$ cat src/hdl/mrs_pkg.sv
package mrs_pkg;
   // ************************************************************
   // Timing
   // ************************************************************
   localparam int unsigned CLK_HZ = 25000000;
   localparam int unsigned POR_DELAY_MS = 100;
   localparam int unsigned POR_DELAY_CYC = POR_DELAY_MS * (CLK_HZ / 1000);
   localparam int unsigned MCD_TIMEOUT_US = 220;
   localparam int unsigned MCD_TIMEOUT_CYC = MCD_TIMEOUT_US * (CLK_HZ / 1000000);
   localparam int unsigned PIN_LOW_MIN_NS = 10;
   localparam int unsigned PIN_LOW_MIN_CYC = 1;
   // ************************************************************
   // Source bit positions
   // ************************************************************
   localparam int unsigned NSRC = 8;
   localparam int unsigned SRC_POR = 0;
   localparam int unsigned SRC_PFAIL = 1;
   localparam int unsigned SRC_PIN = 2;
   localparam int unsigned SRC_CNV = 3;
   localparam int unsigned SRC_SW = 4;
   localparam int unsigned SRC_CMP = 5;
   localparam int unsigned SRC_MCD = 6;
   localparam int unsigned SRC_WDT = 7;
   // ************************************************************
   // Reset values
   // ************************************************************
   localparam logic [7:0] PORT_LATCH_RST = 8'hFF;
   localparam logic [15:0] PC_RST = 16'h0000;
   localparam logic [2:0] OSC_DIV_LOWEST = 3'h7;
   localparam logic [2:0] WDT_INTERVAL_LONGEST = 3'h7;
   localparam logic [7:0] SRC_EN_RST = 8'hFF;
   typedef enum {MRS_HOLD, MRS_DELAY, MRS_CLKWAIT, MRS_RUN} mrs_state_t;
endpackage

$ cat src/hdl/mrs_reset_seq.sv
`timescale 1ns/1ns
// Function
// [RL1] In reset the core is halted, registers take defaults, pins are forced and interrupts and timers are off.
// [RL2] Reset never clears data memory, though the stack pointer is reinitialised.
// [RL3] Every port output latch is all ones during and after reset.
// [RL4] A supply-monitor reset drives the reset pin low until its timeout ends.
// [RL5] On exit the program counter is cleared and the clock selects the slowest internal oscillator.
// [RL6] On exit the watchdog is enabled at its longest interval.
// [RL7] Fetch from address zero begins only once the system clock is stable.
// [RL8] Any of eight sources asserts the system reset.
// [RL9] After power-up reset is held for about 100 ms before the pin is released.
// [RL10] The missing-clock detector resets after its timeout without clock activity.
// [RL11] Any reset pin low of at least 10 ns is a valid reset; the code ignores the pin while it drives the pin low itself.
// [RL12] The reset pin is bidirectional, taking external resets and driving internal ones; the code drives it only for power-on and supply-monitor resets.
// [RL13] Software may disable every source except the supply monitor and the pin, the monitor having its own enable pin; the power-on source is not gated either.
// [RL14] After a power-on reset software may lock the watchdog enabled for good.
// [RL15] Reset asserts asynchronously and releases through a two-stage synchroniser.
// [RL16] The cause of the latest reset is kept across reset and cleared by power-on.
module mrs_reset_seq #(
   parameter int unsigned POR_CYC = mrs_pkg::POR_DELAY_CYC,
   parameter int unsigned MCD_CYC = mrs_pkg::MCD_TIMEOUT_CYC
) (
   input wire logic core_clk,
   input wire logic rst_n,
   input wire logic por_req,
   input wire logic pfail_req,
   input wire logic rst_pin_in,
   output logic rst_pin_out,
   output logic rst_pin_oe,
   input wire logic conversion_start_input,
   input wire logic sw_reset_req,
   input wire logic cmp_zero,
   input wire logic sysclk_activity,
   input wire logic wdt_expire,
   input wire logic supply_monitor_enable_pin,
   input wire logic [7:0] src_enable,
   input wire logic wdt_lock_req,
   input wire logic clk_stable,
   output logic sys_rst_n,
   output logic core_halt,
   output logic fetch_en,
   output logic [15:0] pc_init,
   output logic [7:0] port_latch,
   output logic int_timer_dis,
   output logic [2:0] osc_div,
   output logic wdt_enable,
   output logic [2:0] wdt_interval,
   output logic wdt_locked,
   output logic [7:0] reset_cause
);
   // ************************************************************
   // Reset synchroniser
   // ************************************************************
   logic [1:0] rsync_r;
   logic rst_s_n;
   always_ff @(posedge core_clk or negedge rst_n) begin
      if (!rst_n) begin
         rsync_r <= 2'h0;
      end else begin
         rsync_r <= {rsync_r[0], 1'b1};
      end
   end
   assign rst_s_n = rsync_r[1];

   // ************************************************************
   // Source combination
   // ************************************************************
   logic [7:0] src;
   logic mcd_fire;
   // While the device pulls the pin low itself, a low level there says nothing about an outside
   // reset, so the pin source is masked; an outside pulse inside that time is not seen.
   logic self_drive;
   always_comb begin
      src = 8'h00;
      src[mrs_pkg::SRC_POR] = por_req;
      src[mrs_pkg::SRC_PFAIL] = pfail_req & supply_monitor_enable_pin; // [RL13]
      src[mrs_pkg::SRC_PIN] = ~rst_pin_in & ~self_drive; // [RL11] [RL12]
      src[mrs_pkg::SRC_CNV] = conversion_start_input & src_enable[mrs_pkg::SRC_CNV]; // [RL13]
      src[mrs_pkg::SRC_SW] = sw_reset_req & src_enable[mrs_pkg::SRC_SW];
      src[mrs_pkg::SRC_CMP] = cmp_zero & src_enable[mrs_pkg::SRC_CMP];
      src[mrs_pkg::SRC_MCD] = mcd_fire & src_enable[mrs_pkg::SRC_MCD];
      src[mrs_pkg::SRC_WDT] = wdt_expire & src_enable[mrs_pkg::SRC_WDT] | wdt_expire & wdt_locked;
   end

   // Any source forces the internal reset at once; only the release is clocked.
   logic any_src;
   logic [1:0] asrc_r;
   logic src_rel_n;
   assign any_src = |src; // [RL8]
   always_ff @(posedge core_clk or posedge any_src) begin
      if (any_src) begin
         asrc_r <= 2'h0; // [RL15]
      end else begin
         asrc_r <= {asrc_r[0], 1'b1};
      end
   end
   assign src_rel_n = asrc_r[1];

   // ************************************************************
   // Sequencer state
   // ************************************************************
   typedef struct packed {
      mrs_pkg::mrs_state_t st;
      logic [31:0] cnt;
      logic [31:0] mcd_cnt;
      logic pfail_hold;
      logic por_seen;
      logic locked;
      logic [7:0] cause;
   } mrs_regs_t;
   mrs_regs_t s_r;
   mrs_regs_t s_nxt;

   assign mcd_fire = (s_r.mcd_cnt >= MCD_CYC); // [RL10]

   always_comb begin
      s_nxt = s_r;
      if (sysclk_activity) begin
         s_nxt.mcd_cnt = 32'h0;
      end else if (!mcd_fire) begin
         s_nxt.mcd_cnt = s_r.mcd_cnt + 32'h1; // [RL10]
      end
      if (|src) begin
         s_nxt.cause = src; // [RL16]
         s_nxt.st = mrs_pkg::MRS_HOLD;
         s_nxt.cnt = 32'h0;
         s_nxt.pfail_hold = src[mrs_pkg::SRC_POR] | src[mrs_pkg::SRC_PFAIL];
         if (src[mrs_pkg::SRC_POR]) begin
            s_nxt.locked = 1'b0;
            s_nxt.por_seen = 1'b1;
         end
      end else begin
         case (s_r.st)
            mrs_pkg::MRS_HOLD: begin
               if (src_rel_n) begin
                  s_nxt.st = s_r.pfail_hold ? mrs_pkg::MRS_DELAY : mrs_pkg::MRS_CLKWAIT;
               end
            end
            mrs_pkg::MRS_DELAY: begin
               if (s_r.cnt >= POR_CYC - 1) begin
                  s_nxt.st = mrs_pkg::MRS_CLKWAIT; // [RL9]
                  s_nxt.pfail_hold = 1'b0;
               end else begin
                  s_nxt.cnt = s_r.cnt + 32'h1;
               end
            end
            mrs_pkg::MRS_CLKWAIT: begin
               if (clk_stable) begin
                  s_nxt.st = mrs_pkg::MRS_RUN; // [RL7]
               end
            end
            mrs_pkg::MRS_RUN: begin
               if (wdt_lock_req && s_r.por_seen) begin
                  s_nxt.locked = 1'b1; // [RL14]
               end
            end
            default: s_nxt.st = mrs_pkg::MRS_HOLD;
         endcase
      end
   end

   // Cause and lock live outside the reset they report, so only rst_n clears them, except that a power-on source also clears the lock.
   always_ff @(posedge core_clk or negedge rst_s_n) begin
      if (!rst_s_n) begin
         s_r <= '0;
      end else begin
         s_r <= s_nxt;
      end
   end

   // ************************************************************
   // Outputs
   // ************************************************************
   logic in_rst;
   assign in_rst = (s_r.st != mrs_pkg::MRS_RUN) | ~src_rel_n;
   assign sys_rst_n = ~in_rst;
   assign core_halt = in_rst; // [RL1]
   assign int_timer_dis = in_rst; // [RL1]
   assign fetch_en = (s_r.st == mrs_pkg::MRS_RUN) & src_rel_n; // [RL7]
   assign pc_init = mrs_pkg::PC_RST; // [RL5]
   assign port_latch = mrs_pkg::PORT_LATCH_RST; // [RL3]
   // Data memory is deliberately not tied to this reset. [RL2]
   assign osc_div = mrs_pkg::OSC_DIV_LOWEST; // [RL5]
   assign wdt_enable = 1'b1; // [RL6]
   assign wdt_interval = mrs_pkg::WDT_INTERVAL_LONGEST; // [RL6]
   assign wdt_locked = s_r.locked;
   assign reset_cause = s_r.cause;
   // Open-drain style: only low is driven. [RL12]
   assign rst_pin_out = 1'b0;
   assign self_drive = s_r.pfail_hold | por_req | (pfail_req & supply_monitor_enable_pin);
   assign rst_pin_oe = self_drive; // [RL4]

   // ************************************************************
   // Checks
   // ************************************************************
   property p_src_halts;
      @(posedge core_clk) disable iff (!rst_s_n) any_src |-> core_halt;
   endproperty
   a_src_halts: assert property (p_src_halts) else $error("source did not halt core"); // [RL8]
   property p_pin_held;
      @(posedge core_clk) disable iff (!rst_s_n)
         (s_r.st == mrs_pkg::MRS_DELAY) |-> rst_pin_oe;
   endproperty
   a_pin_held: assert property (p_pin_held) else $error("pin released during delay"); // [RL4]
   property p_fetch_clk;
      @(posedge core_clk) disable iff (!rst_s_n) fetch_en |-> $past(clk_stable) || $past(fetch_en);
   endproperty
   a_fetch_clk: assert property (p_fetch_clk) else $error("fetch before clock stable"); // [RL7]
   property p_pin_low;
      @(posedge core_clk) disable iff (!rst_s_n)
         !rst_pin_in && !rst_pin_oe |-> ##1 (s_r.cause[mrs_pkg::SRC_PIN] && !fetch_en);
   endproperty
   a_pin_low: assert property (p_pin_low) else $error("pin low not a reset"); // [RL11]
   property p_mcd;
      @(posedge core_clk) disable iff (!rst_s_n)
         mcd_fire && src_enable[mrs_pkg::SRC_MCD] |-> !sys_rst_n ##1 reset_cause[mrs_pkg::SRC_MCD];
   endproperty
   a_mcd: assert property (p_mcd) else $error("clock timeout missed"); // [RL10]
   property p_lock;
      @(posedge core_clk) disable iff (!rst_s_n)
         wdt_locked && !src[mrs_pkg::SRC_POR] |=> wdt_locked;
   endproperty
   a_lock: assert property (p_lock) else $error("watchdog lock dropped"); // [RL14]
   property p_mon_pin;
      @(posedge core_clk) disable iff (!rst_s_n)
         pfail_req && !supply_monitor_enable_pin && !por_req && !s_r.pfail_hold |-> !rst_pin_oe;
   endproperty
   a_mon_pin: assert property (p_mon_pin) else $error("disabled monitor reset"); // [RL13]
   property p_cause;
      @(posedge core_clk) disable iff (!rst_s_n) any_src |=> reset_cause == $past(src);
   endproperty
   a_cause: assert property (p_cause) else $error("cause not latched"); // [RL16]
endmodule

$ cat config.mk
export PLATFORM = sky130hd
export DESIGN_NAME = mrs_reset_seq
export DESIGN_NICKNAME = d
export VERILOG_FILES = /design/src/hdl/mrs_pkg.sv /design/src/hdl/mrs_reset_seq.sv
export SDC_FILE = /design/constraint.sdc
export NUM_CORES = 1
export LEC_CHECK = 0
export BUFFER_PORTS_ARGS = -buffer_cell sky130_fd_sc_hd__buf_2
export CAP_MARGIN = 20
export CORE_ASPECT_RATIO = 0.9
export CORE_UTILIZATION = 60
export DETAILED_ROUTE_END_ITERATION = 8
export PLACE_DENSITY = 0.85
export SYNTH_ARGS = -nofsm -noshare
export SYNTH_HDL_FRONTEND = slang
export SYNTH_SLANG_ARGS = --single-unit
$ cat constraint.sdc
create_clock -name core_clk -period 7.4 [get_ports core_clk]
set_input_delay 2.22 -clock core_clk [delete_from_list [all_inputs] [get_ports core_clk]]
set_output_delay 2.22 -clock core_clk [all_outputs]
set_load 0.02 [all_outputs]
; ---- Yosys cells after proc, flatten, opt, wreduce, memory -nomap -nowiden
; Index checks and enable logic that the tools add are counted.
[word_totals]
regBits = 111
in_bits = 21
output_inout_bits = 46
word_cells = 72
[classes]
n_addsub = 2
n_lt_le_gt_ge = 2
eq_ne = 12
muxes = 17
bitwise = 18
reduce_logical = 12
[ops]
columns = cell, count
row1 = $mux 32, 7
row2 = $pmux 32 s4, 1
row3 = $add 32x1->32 const B, 2
row4 = $eq 32x2->1 const B, 2
row5 = $mux 64, 1
row6 = $eq 32x1->1 const B, 1
row7 = $eq 32x3->1 const B, 1
row8 = $ge 32x13->1 const B, 1
row9 = $ge 32x22->1 const B, 1
row10 = $logic_not 32->1, 1
row11 = $ne 32x3->1 const B, 1
row12 = $and 1x1->1, 9
row13 = $ne 3x3->1 const B, 3
row14 = $ne 2x2->1 const B, 4
row15 = $reduce_bool 2->1, 4
row16 = $reduce_or 8->1, 1
row17 = $mux 1, 7
row18 = $reduce_and 2->1, 3
row19 = $or 1x1->1, 5
row20 = $not 1->1, 4
row21 = $reduce_and 4->1, 1
row22 = $reduce_and 3->1, 1
row23 = $mux 2, 1
row24 = $logic_and 1x1->1, 1

; ---- Depth between registers and ports, before layout
; Gate-level depths: netlist of the first run.
[logic_depth]
word_depth = 7
depth_mapped = 10
depth_no_buf = 8

; ---- Worst setup path before layout of the first run
; OpenSTA, ideal clock, no wires.
[synth_path]
kind = input-to-output
startpoint = input port pfail_req
endpoint = output port rst_pin_oe
arrival_time_ns = 2.628
setup_slack_ns = 2.552
path_stages = 2
n_path_buf = 0
path_cell_list = a21oi_1 > nand2_1
[synth_via]
elab_chain_cells = 2
[synth_lines]
columns = element, line
row1 = from (decl), mrs_reset_seq.sv:26  ; input wire logic pfail_req,
row2 = $and 1x1->1, mrs_reset_seq.sv:190  ; assign self_drive = s_r.pfail_hold | por_req | (pfail_req & supply_monitor_enable_pin);
row3 = $or 1x1->1, mrs_reset_seq.sv:190
row4 = to (decl), mrs_reset_seq.sv:29  ; output logic rst_pin_oe,
; No other way between the ends.

; ---- Final worst setup path of the first run
; Ends and elaborated chain as after synthesis.

==> results of run 1 <==
[placed cells by master (no fill, tap or decap), drive strengths merged, types with 2 or more instances in the layout]
cell type and instances:
a21o 2, clkbuf 9, conb 34, a21oi 21
clkinvlp 2, dfrtp 81, xnor2 9, o21a 2
o211ai 2, nand4 9, and3 3, mux2i 4
and2 14, or2 2, or3 13, a211o 3
nand3 14, inv 20, nor2b 19, and4 6
nor3 7, xor2 9, o21ai 16, o31ai 2
buf 32, nor2 29, nor4 8, nand2 15
ha 8, a22o 5
[area by class of cell]
type / instances / area share (%)
timing repair buffer: 32 / 3.91
clock buffer: 9 / 2.98
sequential: 81 / 48.8
inverter: 17 / 1.53
tap: 87 / 2.62
clock inverter: 7 / 1.84
multi-input combinational: 265 / 38.4
[logic make-up (layout without fill, tap and decap cells)]
logic type / count (synthesis) / count (layout)
and+or+nand+nor: 142 / 142
DFF: 81 / 81
buffers and inverters: 71 / 65
AOI/OAI and AO/OA: 59 / 59
xor gates and xnor gates: 18 / 18
adders and majority gates: 8 / 8
muxes: 4 / 4
other: 2 / 34
[cells in the mapped netlist (9+ instances only)]
cell type | n | share of area, %
nand2_1 | 15 | 1.4
nor2_1 | 29 | 2.8
nor2b_1 | 19 | 3.0
buf_4 | 42 | 8.0
xor2_1 | 9 | 2.0
clkbuf_1 | 9 | 0.86
nand3_1 | 14 | 1.8
inv_1 | 17 | 1.6
and2_1 | 14 | 2.2
a21oi_1 | 21 | 2.7
dfrtp_1 | 81 | 51
o21ai_0 | 16 | 2.0
or3_1 | 13 | 2.1
xnor2_1 | 9 | 2.0
[per-stage QoR]
step / hold slack, ps / power, uW
after global placement: 334 / 514
after global routing: 367 / 863
after floorplan: 331 / 517
after CTS: 356 / 839
after detailed placement: 335 / 515
final: 354 / 828
[power groups by stage]
stage | logic, uW | clock network (uW) | registers [uW]
after floorplan | 51.5 | 0 | 465
after global placement | 53.7 | 0 | 460
after detailed placement | 55.1 | 0 | 460
after CTS | 55.4 | 332 | 452
after global routing | 61.6 | 349 | 452
final | 54.6 | 322 | 451
[how the worst max path moves through the flow]
stage	start	endpoint	slack, ps
final	pfail_req	rst_pin_oe	2250
after global routing	pfail_req	rst_pin_oe	2190
after CTS	pfail_req	rst_pin_oe	2270
after detailed placement	pfail_req	rst_pin_oe	2250
after global placement	pfail_req	rst_pin_oe	2250
after floorplan	pfail_req	rst_pin_oe	2550
[layer usage]
layer	track usage, %	up-vias	wire length, um
li1	-	1283	-
met1	26.3	1279	3040
met4	7.70	0	63
met5	0	-	0
met2	37.0	71	3140
met3	5.93	6	281
[state kept, by name, summed over array words and instances, names as in the netlist]
name / count
s_r: 68
reset_cause: 8
asrc_r: 2
rsync_r: 2
wdt_locked: 1
==> out/results.ini, run 1 <==
[logic_synthesis]
synthCells=385
synth_ff_type=dfrtp_1
synthAdderAreaFrac_pct=2.54
synthArstFlopShare_pct=100
synth-compound-area-share_pct=9.76
synth-simple-area-share_pct=20.0
yosysSeqAreaShare_pct=51.5
synth_xor_area_share_pct=4.01
synth_cell_type_count=42
synth_area_um2=3940
synth_mux_area_share_pct=1.02
synth_top_family_by_area=simple AND/OR/NAND/NOR gates
synth-edff-count=0
ys_ff_latch=81
ys_warn_count=0
avgSynthCellArea_um2=10.2

[sta]
relSlewSlack_pct=34.1
period_needed_ps=5150
clock.fmax_mhz=194
setup_viol=0
drv_slew=0
setup_ws_ps=2250
fin_skew_ps=11.0
rsz0062_at_grt=no
tns_ps=0
period_share_pct=69.6
final-hold-violation-count=0
max_slew.worst_pin.slew_ps=988

[final_layout]
drive_gt1_share_pct=12.9
diodes=0
finalNetCount=435
multiInputGateArea_um2=1600
stdcell_count=498
syn2layout_area_growth_pct=5.66
final_cell_area_um2=4160
nFillCells=476
ff_latch_area_um2=2030
fin_util_pct=66.9

[clock_tree]
ctsResizeCount=0
cts_buffers=9
cts_max_level=3
clkLatencyLatePin_ps=350
cts_setup_buffers=0
clk_pin_slew_ps=90
max-clock-path-buffers=2
cts_tree=built
cts-root-buf=clkbuf_8
cts_sinks=81
holdBufCountCts=0

[route]
num_vias=2639
postRouteAntennaNets=0
drt-total-wl_um=6530
drt_iter0_markers=163
via_per_inst=5.30
drc=0
wire_per_inst_um=13.1
drt_pass1_iterations=4

[global_routing]
grt_max_degree=78
grt_pass1_vias=2575
grt_usage_pct=21.6
grt_overflow=0
antenna_found_initial=0
grt_pass1_wl_um=11400

[critical_path]
r2r.worst_path.cells=8
cp_slowest_cell=a21oi_1
crit_top_cell=buf_2
cp_top_family=compound AO/OA/AOI/OAI gates
rrSetupSlack_ps=3820
required_ps=5180
worstPathArrival_ps=2930
cp-end-kind=primary output
worstPathMaxFanout=4
reg2reg_to=wdt_locked
cp_cell_sequence=buf_2 -> a21oi_1 -> nand2_1 -> buf_2
reg2reg_from=s_r[14]
crit_path_max_incr_delay_ps=350
cp.depth=4
startpoint_type=input pin
crit_type=input pin to primary output
path_buf_inv=2

[outcome]
status=finished, final reports clean

[power]
intPower_uw=619
power.leakage_uw=0.00193
seq_power_share_pct=54.5
combinationalPowerShare_pct=6.6
clkPwrFrac_pct=38.9
pwr_density_cell_nw_per_um2=199
p_switching_uw=209
switching_share_pct=25.3
vdd_drop_max_mv=0.163

[placement]
dp.cells=482
dp_slack_ps=2250
portBuffers=31
hpwl_um=4340
gp_congestion=0.780
place_area_um2=3960

[die]
pin_count=67
start_util_pct=63.3
die_h_um=78.8
dieArea_um2=6890
die_w_um=87.4
coreArea_um2=6220
rows=27

[job]
maxCapViolCount=0

[hold_path]
min-delay-start=asrc_r[0]
hold_end=asrc_r[1]
hold_depth=0
min_path_type=flip-flop to flip-flop

(Power assumes the default switching activity.)
==> run 2, diff against run 1 <==
--- a/config.mk
+++ b/config.mk
@@ -5,12 +5,13 @@
 export SDC_FILE = /design/constraint.sdc
 export NUM_CORES = 1
 export LEC_CHECK = 0
+export ABC_AREA = 1
 export BUFFER_PORTS_ARGS = -buffer_cell sky130_fd_sc_hd__buf_2
 export CAP_MARGIN = 20
 export CORE_ASPECT_RATIO = 0.9
-export CORE_UTILIZATION = 60
+export CORE_UTILIZATION = 52
 export DETAILED_ROUTE_END_ITERATION = 8
-export PLACE_DENSITY = 0.85
+export PLACE_DENSITY = 0.78
 export SYNTH_ARGS = -nofsm -noshare
 export SYNTH_HDL_FRONTEND = slang
 export SYNTH_SLANG_ARGS = --single-unit
==> constraint.sdc (replaced) <==
create_clock -name core_clk -period 4.6 [get_ports core_clk]
set_input_delay 1.38 -clock core_clk [delete_from_list [all_inputs] [get_ports core_clk]]
set_output_delay 1.38 -clock core_clk [all_outputs]
set_load 0.02 [all_outputs]
==> out/results.ini, run 2 <==
[outcome]
status=finished, final reports clean

[job]
maxCapViolCount=0

[logic_synthesis]
ys_warn_count=0
synth-edff-count=0
synth_largest_area_cell=dfrtp_1
synth_area_leaders=dfrtp_1, nand2_1, buf_4
synthCells=590
synth_area_um2=4590
synthArstFlopShare_pct=100
synthTopCellsByCount=nand2_1, nor2_1, dfrtp_1
yosysSeqAreaShare_pct=44.2
synth.most_common_cell=nand2_1
synth_top_area_share_pct=44.2
avgSynthCellArea_um2=7.78
synth_cell_type_count=36
synth_ff_type=dfrtp_1
ys_ff_latch=81

[power]
p_switching_uw=376
intPower_uw=1000
vdd_drop_max_mv=0.205
power.leakage_uw=0.00244
pwr_density_cell_nw_per_um2=285
combinationalPowerShare_pct=7.1
seq_power_share_pct=53.0
switching_share_pct=27.2
clkPwrFrac_pct=39.9

[critical_path]
cp_slowest_cell=a21oi_2
r2r.worst_path.cells=10
cp-end-kind=primary output
crit_top_cell=buf_2
endpoint=rst_pin_oe
crit_type=input pin to primary output
reg2reg_from=s_r[43]
worstPathMaxFanout=4
startpoint_type=input pin
worstPathArrival_ps=1960
crit_start=pfail_req
required_ps=3220
cp_cell_sequence=buf_2 -> a21oi_2 -> nand2_1 -> buf_2
crit_path_max_incr_delay_ps=230
reg2reg_to=s_r[57]
rrSetupSlack_ps=2190

[sta]
setup_viol=0
tns_ps=0
clock.fmax_mhz=300
period_needed_ps=3340
relSlewSlack_pct=56.4
rsz0062_at_grt=no
max_slew.worst_pin.slew_ps=654
period_share_pct=72.5
drv_slew=0
final-hold-violation-count=0
fin_skew_ps=16.8

[clock_tree]
clk_pin_slew_ps=100
ctsResizeCount=0
cts-root-buf=clkbuf_8
max-clock-path-buffers=2
cts_tree=built
cts_buffers=9
clkLatencyLatePin_ps=360
cts_setup_buffers=0
holdBufCountCts=0
cts_max_level=3
cts_sinks=81

[global_routing]
grt_pass1_wl_um=14900
grtUsageMet3_pct=3.16
grt_pass1_vias=3375
antenna_found_initial=0
grt_usage_pct=20.1
grt_overflow=0
use_met1_pct=28.3
top_usage_layer=met2
grt_use_met2_pct=31.7
grt_max_degree=54

[placement]
dp.cells=717
gp_congestion=0.902
portBuffers=31
place_area_um2=4600
hpwl_um=5640

[route]
num_vias=3604
drt_iter0_markers=232
drc=0
via_per_inst=4.91
postRouteAntennaNets=0
wire_per_inst_um=11.4
drt_pass1_iterations=4
drt-total-wl_um=8340

[final_layout]
multiInputGateArea_um2=2000
drive_gt1_share_pct=10.6
nFillCells=793
ff_latch_area_um2=2030
top_register=s_r
largest_reg_flops=68
syn2layout_area_growth_pct=5.37
stdcell_count=734
final_cell_area_um2=4840
finalNetCount=639
final_cell_mix=nand2_1, nor2_1, dfrtp_1
diodes=0
mostFrequentLayoutCell=nand2_1
fin_util_pct=56.5

[hold_path]
min_path_type=flip-flop to asynchronous set/reset pin

[die]
start_util_pct=53.6
pin_count=67
die_h_um=91.1
die_w_um=101
rows=32
dieArea_um2=9210
coreArea_um2=8570

[run 2: cell types whose count changed in the layout (fill, tap and decap cells not counted), sizes merged, moves of 7 or more]
cell	previous run	this run
a21oi	21	3
and2	14	1
inv	20	73
nand2	15	143
nand3	14	56
nand3b	0	14
nor2	29	87
nor2b	19	0
nor4	8	0
or3	13	0
xnor2	9	2
xor2	9	18
[run 2: cell type report]
class / count / area share [%]
sequential: 81 / 41.9
multi-input combinational: 415 / 41.3
inverter: 69 / 5.35
timing repair buffer: 34 / 4.09
tap: 119 / 3.08
clock buffer: 9 / 2.56
clock inverter: 7 / 1.73
[run 2: per-layer routing]
layer  vias up  part of all wire [%]
met5         -                     0
li1       1804                     -
met2        86                    47
met1      1698                    47
met3        16                   4.2
met4         0                   1.5
[run 2: how the worst min path moves through the flow]
stage | endpoint | slack (ps) | cells after the start
after floorplan | asrc_r[1] | 330 | 0
after global placement | asrc_r[1] | 330 | 0
after detailed placement | asrc_r[1] | 340 | 0
after CTS | asrc_r[1] | 360 | 0
after global routing | reset_cause[3] | 370 | 0
final | s_r[67] | 310 | 0
[run 2: logic make-up after synthesis]
logic type | after synthesis | synth area share (%)
other | 2 | 0.164
AO/OA/AOI/OAI | 30 | 3.95
XOR/XNOR | 20 | 3.82
AND/OR/NAND/NOR | 323 | 30.7
adder cells (fa/ha/maj) | 8 | 2.18
flip-flops | 81 | 44.2
buffers and inverters | 126 | 15.0
[run 2: power by group through the flow]
stage               Combinational [uW]  Sequential (uW)  Clock (uW)
CTS                               92.4              735         562
global route                       112              734         592
global placement                  89.4              749           0
detailed placement                91.9              749           0
finish                            98.6              732         550
floorplan                         97.1              749           0
[run 2: critical path: cells and delay by family]
family	cells	cell delay, ps
compound gates	1	230
buf+inv	2	270
simple gates	1	70
[run 2: through the flow]
stage | hold slack, ps | setup WS [ps] | power [uW]
after floorplan | 331 | 1520 | 846
after global placement | 332 | 1260 | 838
after detailed placement | 336 | 1270 | 841
after CTS | 359 | 1270 | 1390
after global routing | 368 | 1220 | 1440
final | 308 | 1260 | 1380
